<file path="src/hdl/sfep_pkg.sv">
package sfep_pkg;

  // opcodes fixed by the command set
  localparam logic [7:0] OP_CHIP_ERASE_A = 8'h60;
  localparam logic [7:0] OP_CHIP_ERASE_B = 8'hc7;
  localparam logic [7:0] OP_PAGE_PROG = 8'h02;
  localparam logic [7:0] OP_READ_ID = 8'h9f;

  ////////////////////////////////////////////////////////////////////////////
  // geometry and status layout
  localparam int unsigned BYTE_BITS = 8;
  localparam int unsigned PAGE_BYTES = 256;
  localparam int unsigned PAGE_BITS = 10;
  localparam int unsigned ID_BYTES = 4;
  localparam int unsigned STATUS_BUSY_BIT = 0;
  localparam int unsigned STATUS_WEL_BIT = 1;
  localparam int unsigned STATUS_LOCK_BIT = 7;
  localparam logic [5:0] STATUS_BITS_RST = 6'h00;

  ////////////////////////////////////////////////////////////////////////////
  // internal operation times and their cycle counts
  localparam real CLK_NS = 10.0;
  localparam real STATUS_WRITE_DURATION_MS = 10.0;
  localparam real PAGE_WRITE_DURATION_MS = 3.5;
  localparam real FULL_ERASE_DURATION_S = 3.0;
  localparam int unsigned SRW_CYC = int'($floor(STATUS_WRITE_DURATION_MS * 1.0e6 / CLK_NS));
  localparam int unsigned PP_CYC = int'($floor(PAGE_WRITE_DURATION_MS * 1.0e6 / CLK_NS));
  localparam int unsigned CHE_CYC = int'($floor(FULL_ERASE_DURATION_S * 1.0e9 / CLK_NS));
  localparam int unsigned FIFO_DEPTH = 4;

  ////////////////////////////////////////////////////////////////////////////
  // types
  typedef struct packed {
    logic sck;
    logic cs_n;
    logic si;
    logic hold_n;
    logic wp_n;
  } sfep_pins_t;

  // idle bus: deselected, hold released, not protected
  localparam sfep_pins_t PINS_RST = 5'b01011;

  typedef struct packed {
    logic [7:0] col;
    logic [7:0] data;
  } sfep_byte_t;

  typedef enum logic [2:0] {
    ST_CMD = 3'b000,
    ST_ADDR = 3'b001,
    ST_DATA = 3'b010,
    ST_OUT = 3'b011,
    ST_SRW = 3'b100,
    ST_SRW2 = 3'b101,
    ST_SKIP = 3'b110
  } sfep_state_t;

  typedef enum logic [2:0] {
    PEND_NONE = 3'b000,
    PEND_ERASE = 3'b001,
    PEND_PROG = 3'b010,
    PEND_SRW = 3'b011,
    PEND_WEN = 3'b100,
    PEND_WDIS = 3'b101,
    PEND_PD = 3'b110,
    PEND_WAKE = 3'b111
  } sfep_pend_t;

endpackage

</file>
<file path="src/hdl/sfep_fifo.sv">
`timescale 1ns/100ps
`default_nettype none
module sfep_fifo #(
  parameter int unsigned WIDTH = 16,
  parameter int unsigned DEPTH = 4
) (
  input wire logic clk_sys,
  input wire logic resetn,
  input wire logic in_valid,
  output logic in_ready,
  input wire logic [WIDTH-1:0] in_data,
  output logic out_valid,
  input wire logic out_ready,
  output logic [WIDTH-1:0] out_data
);
  localparam int unsigned PW = (DEPTH > 1) ? $clog2(DEPTH) : 1;
  logic [WIDTH-1:0] mem [DEPTH];
  logic [PW-1:0] wp_r;
  logic [PW-1:0] rp_r;
  logic [PW:0] cnt_r;
  wire push = in_valid & in_ready;
  wire pop = out_valid & out_ready;

  // full and empty come straight from the fill count
  assign in_ready = (cnt_r != (PW+1)'(DEPTH));
  assign out_valid = (cnt_r != '0);
  assign out_data = mem[rp_r];

  function automatic logic [PW-1:0] bump(input logic [PW-1:0] p);
    bump = (p == PW'(DEPTH - 1)) ? '0 : PW'(p + 1'b1);
  endfunction

  // pointers and count
  always_ff @(posedge clk_sys or negedge resetn) begin
    if (!resetn) begin
      wp_r <= '0;
      rp_r <= '0;
      cnt_r <= '0;
    end else begin
      if (push) wp_r <= bump(wp_r);
      if (pop) rp_r <= bump(rp_r);
      cnt_r <= (PW+1)'(cnt_r + push - pop);
    end
  end

  // storage has no reset, it is only read when counted valid
  always_ff @(posedge clk_sys) begin
    if (push) mem[wp_r] <= in_data;
  end
endmodule
`default_nettype wire

</file>
<file path="src/hdl/sfep_timer.sv">
`timescale 1ns/100ps
`default_nettype none
module sfep_timer (
  input wire logic clk_sys,
  input wire logic resetn,
  input wire logic start,
  input wire logic [31:0] cycles,
  output logic busy,
  output logic done
);
  logic [31:0] cnt_r;

  // busy spans exactly the loaded count; done marks its last cycle
  assign busy = (cnt_r != 32'h0000_0000);
  assign done = (cnt_r == 32'h0000_0001);

  always_ff @(posedge clk_sys or negedge resetn) begin
    if (!resetn) cnt_r <= 32'h0000_0000;
    else if (start) cnt_r <= cycles;
    else if (busy) cnt_r <= cnt_r - 32'h0000_0001;
  end
endmodule
`default_nettype wire

</file>
<file path="src/hdl/sfep_top.sv">
`timescale 1ns/100ps
`default_nettype none
// Operation
// - chip erase is one byte, 60h or c7h, with nothing after it
// - erase starts at chip select rise and ends by internal timer
// - busy flag in status set during erase, cleared when it ends
// - page program writes 1 to 256 bytes within page A17..A8
// - program is 02h, three address bytes msb first, then data
// - only address bits A17..A0 are used
// - id read ignored while an internal operation runs
// - 9fh returns maker code, type, capacity, reserved byte
// - id bytes repeat while chip select stays low
// - hold entered on hold fall with clock low, left on hold rise
// - hold only while selected; select rise ends hold, resets interface
// - in hold the output floats and clock and data are ignored
// - power up lands in standby; power down only by its command
// - write command dropped when select rises off a byte boundary
// - page program dropped when data is not whole bytes
// - status write longer than two bytes is rejected
// - status write takes at most 10 ms, busy throughout
// - page program takes at most 3.5 ms, busy throughout
// - chip erase takes at most 3.0 s, busy throughout
// - write enable latch clears when a write or erase finishes
// - write enable latch 0 forbids writes; write disable clears it
// - input sampled on clock rise, output shifted on clock fall
module sfep_top import sfep_pkg::*; #(
  parameter int unsigned CYC_SRW = SRW_CYC,
  parameter int unsigned CYC_PP = PP_CYC,
  parameter int unsigned CYC_CHE = CHE_CYC,
  parameter logic [7:0] OPC_RDSR = 8'h05,
  parameter logic [7:0] OPC_WRSR = 8'h01,
  parameter logic [7:0] OPC_WREN = 8'h06,
  parameter logic [7:0] OPC_WRDI = 8'h04,
  parameter logic [7:0] OPC_PD = 8'hb9,
  parameter logic [7:0] OPC_WAKE = 8'hab,
  parameter logic [7:0] ID_MAKER = 8'h5a, // arbitrary value
  parameter logic [7:0] ID_TYPE = 8'h11, // arbitrary value
  parameter logic [7:0] ID_CAP = 8'h12, // arbitrary value
  parameter logic [7:0] ID_RSVD = 8'h00
) (
  input wire logic clk_sys,
  input wire logic resetn,
  input wire logic sck,
  input wire logic cs_n,
  input wire logic si,
  input wire logic hold_n,
  input wire logic wp_n,
  output logic so,
  output logic so_oe,
  output logic erase_go,
  output logic prog_go,
  output logic [PAGE_BITS-1:0] prog_page,
  output logic op_busy,
  output logic power_down,
  input wire logic buf_rd_en,
  input wire logic [7:0] buf_raddr,
  output logic [7:0] buf_rdata,
  output logic buf_rvalid
);
  ////////////////////////////////////////////////////////////////////////////
  // pin synchronisers; stage one feeds stage two only
  sfep_pins_t pins_in;
  sfep_pins_t s1_r;
  sfep_pins_t s2_r;
  logic sck_d_r;
  logic cs_d_r;
  assign pins_in = {sck, cs_n, si, hold_n, wp_n};

  always_ff @(posedge clk_sys or negedge resetn) begin
    if (!resetn) begin
      s1_r <= PINS_RST;
      s2_r <= PINS_RST;
      sck_d_r <= 1'b0;
      cs_d_r <= 1'b1;
    end else begin
      s1_r <= pins_in;
      s2_r <= s1_r;
      sck_d_r <= s2_r.sck;
      cs_d_r <= s2_r.cs_n;
    end
  end

  ////////////////////////////////////////////////////////////////////////////
  // edge decode; a frame must give the two flops time, so the serial clock
  // can run at a few MHz at most against this system clock
  logic hold_r;
  logic hold_nxt;
  logic [2:0] bit_cnt_r;
  logic [7:0] sh_r;
  wire sel = ~s2_r.cs_n;
  wire cs_rise = s2_r.cs_n & ~cs_d_r;
  wire rise_en = s2_r.sck & ~sck_d_r & sel & ~hold_r;
  wire fall_en = ~s2_r.sck & sck_d_r & sel & ~hold_r;
  wire byte_done = rise_en & (bit_cnt_r == 3'd7);
  wire bound_ok = (bit_cnt_r == 3'd0);
  wire [7:0] byte_val = {sh_r[6:0], s2_r.si};

  // hold: only while selected, entry needs the clock low
  assign hold_nxt = s2_r.cs_n ? 1'b0 :
                    hold_r ? ~s2_r.hold_n :
                    (~s2_r.hold_n & ~s2_r.sck);

  ////////////////////////////////////////////////////////////////////////////
  // command state
  sfep_state_t st_r;
  sfep_state_t st_nxt;
  sfep_pend_t pend_r;
  sfep_pend_t pend_nxt;
  logic [1:0] addr_cnt_r;
  logic [15:0] addr_r;
  logic [7:0] col_r;
  logic [PAGE_BITS-1:0] page_r;
  logic [1:0] id_idx_r;
  logic [1:0] id_nxt;
  logic out_id_r;
  logic out_id_nxt;
  logic [7:0] out_sr_r;
  logic out_en_r;
  logic out_load;
  logic [7:0] out_byte;
  logic addr_go;
  logic push_go;
  logic sr_go;
  logic [7:0] sr_data_r;
  logic [5:0] sr_bits_r;
  logic wel_r;
  logic wel_nxt;
  logic pd_r;
  logic overrun_r;
  logic prog_req_r;
  logic tmr_busy;
  logic tmr_done;
  wire busy_w = tmr_busy | prog_req_r;
  wire [7:0] stat_byte = {sr_bits_r, wel_r, busy_w};
  wire is_erase = (byte_val == OP_CHIP_ERASE_A) | (byte_val == OP_CHIP_ERASE_B);

  function automatic logic [7:0] id_byte(input logic [1:0] idx);
    case (idx)
      2'd0: id_byte = ID_MAKER;
      2'd1: id_byte = ID_TYPE;
      2'd2: id_byte = ID_CAP;
      default: id_byte = ID_RSVD;
    endcase
  endfunction

  // byte level sequencing; extra bytes after a fixed command void it
  always_comb begin
    st_nxt = st_r;
    pend_nxt = pend_r;
    id_nxt = id_idx_r;
    out_id_nxt = out_id_r;
    out_load = 1'b0;
    out_byte = 8'h00;
    addr_go = 1'b0;
    push_go = 1'b0;
    sr_go = 1'b0;
    case (st_r)
      ST_CMD: if (byte_done) begin
        st_nxt = ST_SKIP;
        if (pd_r) begin
          if (byte_val == OPC_WAKE) pend_nxt = PEND_WAKE;
        end else if (byte_val == OPC_RDSR) begin
          st_nxt = ST_OUT;
          out_id_nxt = 1'b0;
          out_load = 1'b1;
          out_byte = stat_byte;
        end else if (busy_w) begin
          st_nxt = ST_SKIP;
        end else if (byte_val == OP_READ_ID) begin
          st_nxt = ST_OUT;
          out_id_nxt = 1'b1;
          out_load = 1'b1;
          out_byte = id_byte(2'd0);
          id_nxt = 2'd1;
        end else if (is_erase & wel_r) begin
          pend_nxt = PEND_ERASE;
        end else if ((byte_val == OP_PAGE_PROG) & wel_r) begin
          st_nxt = ST_ADDR;
        end else if ((byte_val == OPC_WRSR) & wel_r) begin
          st_nxt = ST_SRW;
        end else if (byte_val == OPC_WREN) begin
          pend_nxt = PEND_WEN;
        end else if (byte_val == OPC_WRDI) begin
          pend_nxt = PEND_WDIS;
        end else if (byte_val == OPC_PD) begin
          pend_nxt = PEND_PD;
        end
      end
      ST_ADDR: if (byte_done & (addr_cnt_r == 2'd2)) begin
        st_nxt = ST_DATA;
        addr_go = 1'b1;
      end
      ST_DATA: if (byte_done) begin
        push_go = 1'b1;
        pend_nxt = PEND_PROG;
      end
      ST_SRW: if (byte_done) begin
        st_nxt = ST_SRW2;
        pend_nxt = PEND_SRW;
        sr_go = 1'b1;
      end
      ST_SRW2: if (byte_done) begin
        st_nxt = ST_SKIP;
        pend_nxt = PEND_NONE;
      end
      ST_OUT: if (byte_done) begin
        out_load = 1'b1;
        out_byte = out_id_r ? id_byte(id_idx_r) : stat_byte;
        id_nxt = 2'(id_idx_r + 2'd1);
      end
      ST_SKIP: if (byte_done) pend_nxt = PEND_NONE;
      default: st_nxt = ST_SKIP;
    endcase
  end

  ////////////////////////////////////////////////////////////////////////////
  // execution at chip select rise, only on a byte boundary
  wire exec_ok = cs_rise & bound_ok & ~overrun_r;
  wire go_erase = exec_ok & (pend_r == PEND_ERASE);
  wire go_prog = exec_ok & (pend_r == PEND_PROG);
  wire sr_locked = sr_data_r[STATUS_LOCK_BIT] & sr_bits_r[STATUS_LOCK_BIT - 2] & ~s2_r.wp_n;
  wire go_srw = exec_ok & (pend_r == PEND_SRW) & ~sr_locked;
  logic fifo_in_ready;
  logic fifo_out_valid;
  logic word_vld_r;
  sfep_byte_t word_r;
  sfep_byte_t fifo_out;
  // program waits until every byte has landed in the page buffer
  wire prog_start = prog_req_r & ~fifo_out_valid & ~word_vld_r;
  wire tmr_start = go_erase | go_srw | prog_start;
  wire [31:0] tmr_cyc = go_erase ? CYC_CHE : go_srw ? CYC_SRW : CYC_PP;

  // a write enable cannot land while busy, so no clash with the done clear
  assign wel_nxt = (exec_ok & (pend_r == PEND_WEN)) ? 1'b1 :
                   (tmr_done | (exec_ok & (pend_r == PEND_WDIS))) ? 1'b0 : wel_r;

  sfep_timer u_timer (
    .clk_sys(clk_sys),
    .resetn(resetn),
    .start(tmr_start),
    .cycles(tmr_cyc),
    .busy(tmr_busy),
    .done(tmr_done)
  );

  // serial shift, framing and address capture
  always_ff @(posedge clk_sys or negedge resetn) begin
    if (!resetn) begin
      hold_r <= 1'b0;
      bit_cnt_r <= 3'd0;
      sh_r <= 8'h00;
      st_r <= ST_CMD;
      pend_r <= PEND_NONE;
      addr_cnt_r <= 2'd0;
      addr_r <= 16'h0000;
    end else begin
      hold_r <= hold_nxt;
      if (cs_rise) begin
        bit_cnt_r <= 3'd0;
        st_r <= ST_CMD;
        pend_r <= PEND_NONE;
        addr_cnt_r <= 2'd0;
      end else begin
        if (rise_en) bit_cnt_r <= 3'(bit_cnt_r + 3'd1);
        if (rise_en) sh_r <= byte_val;
        st_r <= st_nxt;
        pend_r <= pend_nxt;
        if ((st_r == ST_ADDR) & byte_done) addr_cnt_r <= 2'(addr_cnt_r + 2'd1);
        if ((st_r == ST_ADDR) & byte_done) addr_r <= {addr_r[7:0], byte_val};
      end
    end
  end

  // page pointer; upper address bits are dropped and the column wraps
  always_ff @(posedge clk_sys or negedge resetn) begin
    if (!resetn) begin
      col_r <= 8'h00;
      page_r <= '0;
    end else if (addr_go) begin
      col_r <= byte_val;
      page_r <= addr_r[PAGE_BITS-1:0];
    end else if (push_go) begin
      col_r <= 8'(col_r + 8'd1);
    end
  end

  // output shifter: loaded on a byte end, shifted on each falling clock
  always_ff @(posedge clk_sys or negedge resetn) begin
    if (!resetn) begin
      out_sr_r <= 8'h00;
      out_en_r <= 1'b0;
      so <= 1'b0;
      id_idx_r <= 2'd0;
      out_id_r <= 1'b0;
    end else if (cs_rise) begin
      out_en_r <= 1'b0;
      id_idx_r <= 2'd0;
    end else begin
      id_idx_r <= id_nxt;
      out_id_r <= out_id_nxt;
      if (out_load) out_sr_r <= out_byte;
      else if (fall_en) out_sr_r <= {out_sr_r[6:0], 1'b0};
      if (out_load) out_en_r <= 1'b1;
      if (fall_en) so <= out_sr_r[7];
    end
  end
  assign so_oe = out_en_r & sel & ~hold_r;

  // device state: latches, power mode, pending program
  always_ff @(posedge clk_sys or negedge resetn) begin
    if (!resetn) begin
      wel_r <= 1'b0;
      pd_r <= 1'b0;
      sr_data_r <= 8'h00;
      sr_bits_r <= STATUS_BITS_RST;
      prog_req_r <= 1'b0;
      erase_go <= 1'b0;
      prog_go <= 1'b0;
    end else begin
      wel_r <= wel_nxt;
      if (exec_ok & (pend_r == PEND_PD)) pd_r <= 1'b1;
      else if (exec_ok & (pend_r == PEND_WAKE)) pd_r <= 1'b0;
      if (sr_go) sr_data_r <= byte_val;
      if (go_srw) sr_bits_r <= sr_data_r[7:2];
      if (go_prog) prog_req_r <= 1'b1;
      else if (prog_start) prog_req_r <= 1'b0;
      erase_go <= go_erase;
      prog_go <= prog_start;
    end
  end
  assign prog_page = page_r;
  assign op_busy = busy_w;
  assign power_down = pd_r;

  ////////////////////////////////////////////////////////////////////////////
  // data path: staging word, fifo, page buffer
  // a byte finishing while the staging word is still full and the fifo refuses it poisons the frame
  always_ff @(posedge clk_sys or negedge resetn) begin
    if (!resetn) begin
      word_vld_r <= 1'b0;
      word_r <= '0;
      overrun_r <= 1'b0;
    end else begin
      if (push_go) word_r <= '{col: col_r, data: byte_val};
      if (push_go) word_vld_r <= 1'b1;
      else if (fifo_in_ready) word_vld_r <= 1'b0;
      if (cs_rise) overrun_r <= 1'b0;
      else if (push_go & word_vld_r & ~fifo_in_ready) overrun_r <= 1'b1;
    end
  end

  sfep_fifo #(
    .WIDTH($bits(sfep_byte_t)),
    .DEPTH(FIFO_DEPTH)
  ) u_fifo (
    .clk_sys(clk_sys),
    .resetn(resetn),
    .in_valid(word_vld_r),
    .in_ready(fifo_in_ready),
    .in_data(word_r),
    .out_valid(fifo_out_valid),
    .out_ready(~buf_rd_en),
    .out_data(fifo_out)
  );

  // buffer port is shared; the core's reads win and stall the drain
  logic [7:0] buf_mem [PAGE_BYTES];
  logic [PAGE_BYTES-1:0] mask_r;
  wire buf_wr = fifo_out_valid & ~buf_rd_en;
  always_ff @(posedge clk_sys or negedge resetn) begin
    if (!resetn) begin
      mask_r <= '0;
      buf_rdata <= 8'h00;
      buf_rvalid <= 1'b0;
    end else begin
      if (addr_go) mask_r <= '0;
      else if (buf_wr) mask_r[fifo_out.col] <= 1'b1;
      if (buf_rd_en) buf_rdata <= buf_mem[buf_raddr];
      if (buf_rd_en) buf_rvalid <= mask_r[buf_raddr];
    end
  end
  always_ff @(posedge clk_sys) begin
    if (buf_wr) buf_mem[fifo_out.col] <= fifo_out.data;
  end
endmodule
`default_nettype wire
</file>
<file path="config.mk">
export PLATFORM = sky130hd
export DESIGN_NAME = sfep_top
export DESIGN_NICKNAME = d
export VERILOG_FILES = /design/src/hdl/sfep_pkg.sv /design/src/hdl/sfep_fifo.sv /design/src/hdl/sfep_timer.sv /design/src/hdl/sfep_top.sv
export SDC_FILE = /design/constraint.sdc
export NUM_CORES = 2
export LEC_CHECK = 0
export ABC_AREA = 1
export BUFFER_PORTS_ARGS = -buffer_cell sky130_fd_sc_hd__buf_4
export CAP_MARGIN = 0
export CELL_PAD_IN_SITES_DETAIL_PLACEMENT = 2
export CELL_PAD_IN_SITES_GLOBAL_PLACEMENT = 2
export CORE_MARGIN = 1
export CORE_UTILIZATION = 47
export DETAILED_ROUTE_END_ITERATION = 16
export HOLD_SLACK_MARGIN = 0.02
export PLACE_DENSITY_LB_ADDON = 0.3
export RECOVER_POWER = 50
export SETUP_SLACK_MARGIN = 0.3
export SYNTH_ARGS = -nofsm -noshare
export SYNTH_HDL_FRONTEND = slang
export SYNTH_SLANG_ARGS = --single-unit
</file>
<file path="constraint.sdc">
create_clock -name clk_sys -period 24.6 [get_ports clk_sys]
set_input_delay 4.92 -clock clk_sys [delete_from_list [all_inputs] [get_ports clk_sys]]
set_output_delay 4.92 -clock clk_sys [all_outputs]
set_load 0.005 [all_outputs]
</file>
==> reports/results.txt <==
TritonCTS clock tree - built
die area - 224000 um^2
Worst Setup End Kind - asynchronous set/reset pin
peak supply drop - 0.257 mV
Clock Latency Late Sink - 0.98 ns
cell leakage power - 44.2 nW
Seq/Total Area, Yosys - 70.5%
failing checks - capacitance limit, slew limit
Worst path max stage delay - 4.00 ns
Slew Limit Fails - 2458
fill count - 21400
Unique masters post-synth - 48
cells after synthesis - 9583
Final Cycle Share - 63.9%
critical path class - primary input to asynchronous set/reset pin
core footprint - 220000 um^2
Max Cap Viol - 37
vias in the first global route - 88500
Max clock buf depth - 4
max_slew headroom - -628%
final antenna-violating net count - 0
Placed Area - 107000 um^2
TritonCTS Buffers - 287
Layout Skew - 0.0617 ns
post-layout util - 52.6%
P&R area growth vs syn - 10.8%
Worst EP arrival - 16.67 ns
Crit-path slowest cell - clkbuf_1
multi-input logic area - 26900 um^2
most common cell in the netlist - nand2_1
share of cells above drive strength 1 - 7.11%
RD Place Congestion - 0.824
CTS-repair resized insts - 0
Fin Hold WS - 0.356 ns
Cell Rows - 172
Post-synth ARST share - 16.3%
gr usage total - 38.2%
top cells by count, synth - 2760 x nand2_1, 2342 x nand3_1, 2112 x edfxtp_1, 664 x nor2_1, 404 x dfrtp_1
root buffer cell - clkbuf_16
setup bufs post-CTS - 0
# DRC - 0
register area - 73700 um^2
Slew @ Worst Pin - 10.92 ns
initial antenna violation count - 16
routed len/inst - 34.1 um
Mapped Nets - 9619
Ys Warns - 0
# clock sinks - 2523
Synth area leaders - edfxtp_1 61%, nand3_1 11%, nand2_1 9.9%, dfrtp_1 9.7%, nor2_1 2.4%
crit path max fanout - 73
placed cells - 12100
post-layout min period - 15.73 ns
# IOs - 41
Final Non-Filler Cells - 12600
Total Routed Length - 430 mm
Synth Register Bits - 2523
Bufs and invs on worst path - 5
Worst EP required - 25.54 ns
critical path cell sequence - clkbuf_1 -> clkbuf_1 -> clkbuf_1 -> buf_4 -> buf_4
Synth top area share - 60.6%
H-tree depth - 5
EDFF count, synth - 2112
Main synth FF type - edfxtp_1
effective utilization at floorplan - 47.5%
CP top delay family - buffers and inverters
Post-Syn Area - 105000 um^2
DR iter-0 viols - 8858
post-route cell area - 116000 um^2
port bufs - 40
setup violators final - 0
first-pass GRT wire length - 628 mm
setup slack after placement - 14.59 ns
Power Dens Cells - 106 nW/um^2
Final WS setup - 8.87 ns
Hold Path Class - flop to flop
top cell type by total area after synthesis - edfxtp_1
largest net degree at the start of global routing - 187
Most common cell on crit path - clkbuf_1
Syn Area/Cell - 10.9 um^2
GRT Residual Overflow - 0
setup_tns - 0 ns
CP Launch Type - primary input
width of the die - 474 um
DRT Pass-1 Iters - 5
Fin. Hold Viols - 0
total design power - 12.3 mW
status - complete, but fails checks
# hold bufs at CTS - 0
maximum clock rate - 63.6 MHz
final layout net count - 9462
placed wire-length estimate - 226 mm
chip height - 474 um
drt via density - 6.39
Clock transition at path regs - 0.06 ns
routed vias - 80500
RSZ-0062 raised after global routing - no
==> kinds of logic after synthesis <==
family | Yosys count | share of synthesized area, %
xor gates and xnor gates | 26 | 0.218
adders and majority gates | 20 | 0.246
muxes | 7 | 0.0753
AOI/OAI and AO/OA | 187 | 1.02
and+or+nand+nor | 5843 | 24.1
buffers and inverters | 977 | 3.90
DFF | 2523 | 70.5
==> final timing paths <==
path,cells after the start,startpoint,slack [ns],endpoint
min in group asynchronous,1,resetn,6.16,mask_r[177]
hold / removal,0,s1_r[2],0.36,byte_val[0]
setup reg to reg,5,u_fifo.rp_r[1],9.49,buf_mem[136][0]
max in group clk_sys,5,u_fifo.rp_r[1],9.49,buf_mem[136][0]
hold reg to reg,0,s1_r[2],0.36,byte_val[0]
setup / recovery,5,resetn,8.87,mask_r[14]
==> power breakdown <==
group	leakage (nW)	internal (mW)	switching, mW	total (mW)
combinational	15.5	0.296	1.79	2.08
clock	4.46	2.49	1.88	4.37
sequential	24.2	5.65	0.168	5.81
total	44.2	8.43	3.83	12.3
==> metal layers <==
metal  up-vias  track usage [%]  wire length [um]
li1      32600                -                 -
met5         -                0               110
met3      1397             6.67             34700
met1     41900             47.2            158000
met2      4570             64.0            212000
met4        16             20.7             25700
==> sequential cells by signal, indices dropped and copies added (netlist names), 10 cells and up <==
name	cells
buf_mem	2048
mask_r	256
addr_r	10
word_r	16
u_fifo.mem	64
prog_page	10
u_timer.cnt_r	32
==> placed cells by master (no fill, tap or decap), types with 7 or more instances in the layout <==
| cell | netlist | final |
|---|---|---|
| a21oi_1 | 26 | 26 |
| a32oi_1 | 7 | 7 |
| buf_4 | 25 | 85 |
| bufinv_16 | 0 | 20 |
| clkbuf_1 | 253 | 104 |
| clkbuf_16 | 0 | 292 |
| clkbuf_4 | 0 | 18 |
| clkbuf_8 | 0 | 32 |
| clkinv_1 | 5 | 36 |
| clkinv_2 | 0 | 44 |
| dfrtp_1 | 404 | 404 |
| diode_2 | 0 | 7 |
| edfxtp_1 | 2112 | 2112 |
| ha_1 | 19 | 19 |
| inv_1 | 261 | 265 |
| inv_2 | 118 | 108 |
| nand2_1 | 2760 | 2763 |
| nand3_1 | 2342 | 2342 |
| nand4_1 | 9 | 9 |
| nor2_1 | 664 | 666 |
| nor2_4 | 17 | 20 |
| nor3_1 | 18 | 19 |
| o211ai_1 | 8 | 8 |
| o21ai_0 | 114 | 117 |
| o221ai_1 | 7 | 7 |
| o22ai_1 | 11 | 7 |
| or2_2 | 8 | 8 |
| xor2_1 | 20 | 20 |
==> cell type report <==
class                           count  share of cell area (%)
Clock buffer                      395                    6.91
Antenna cell                        7                  0.0151
Clock inverter                    106                   0.911
Tap cell                         2958                    3.19
Multi-Input combinational cell   6083                    23.2
Inverter                          385                    1.28
Timing Repair Buffer              146                   0.926
Sequential cell                  2523                    63.6
Note: power is estimated with default switching activity, not from simulation.
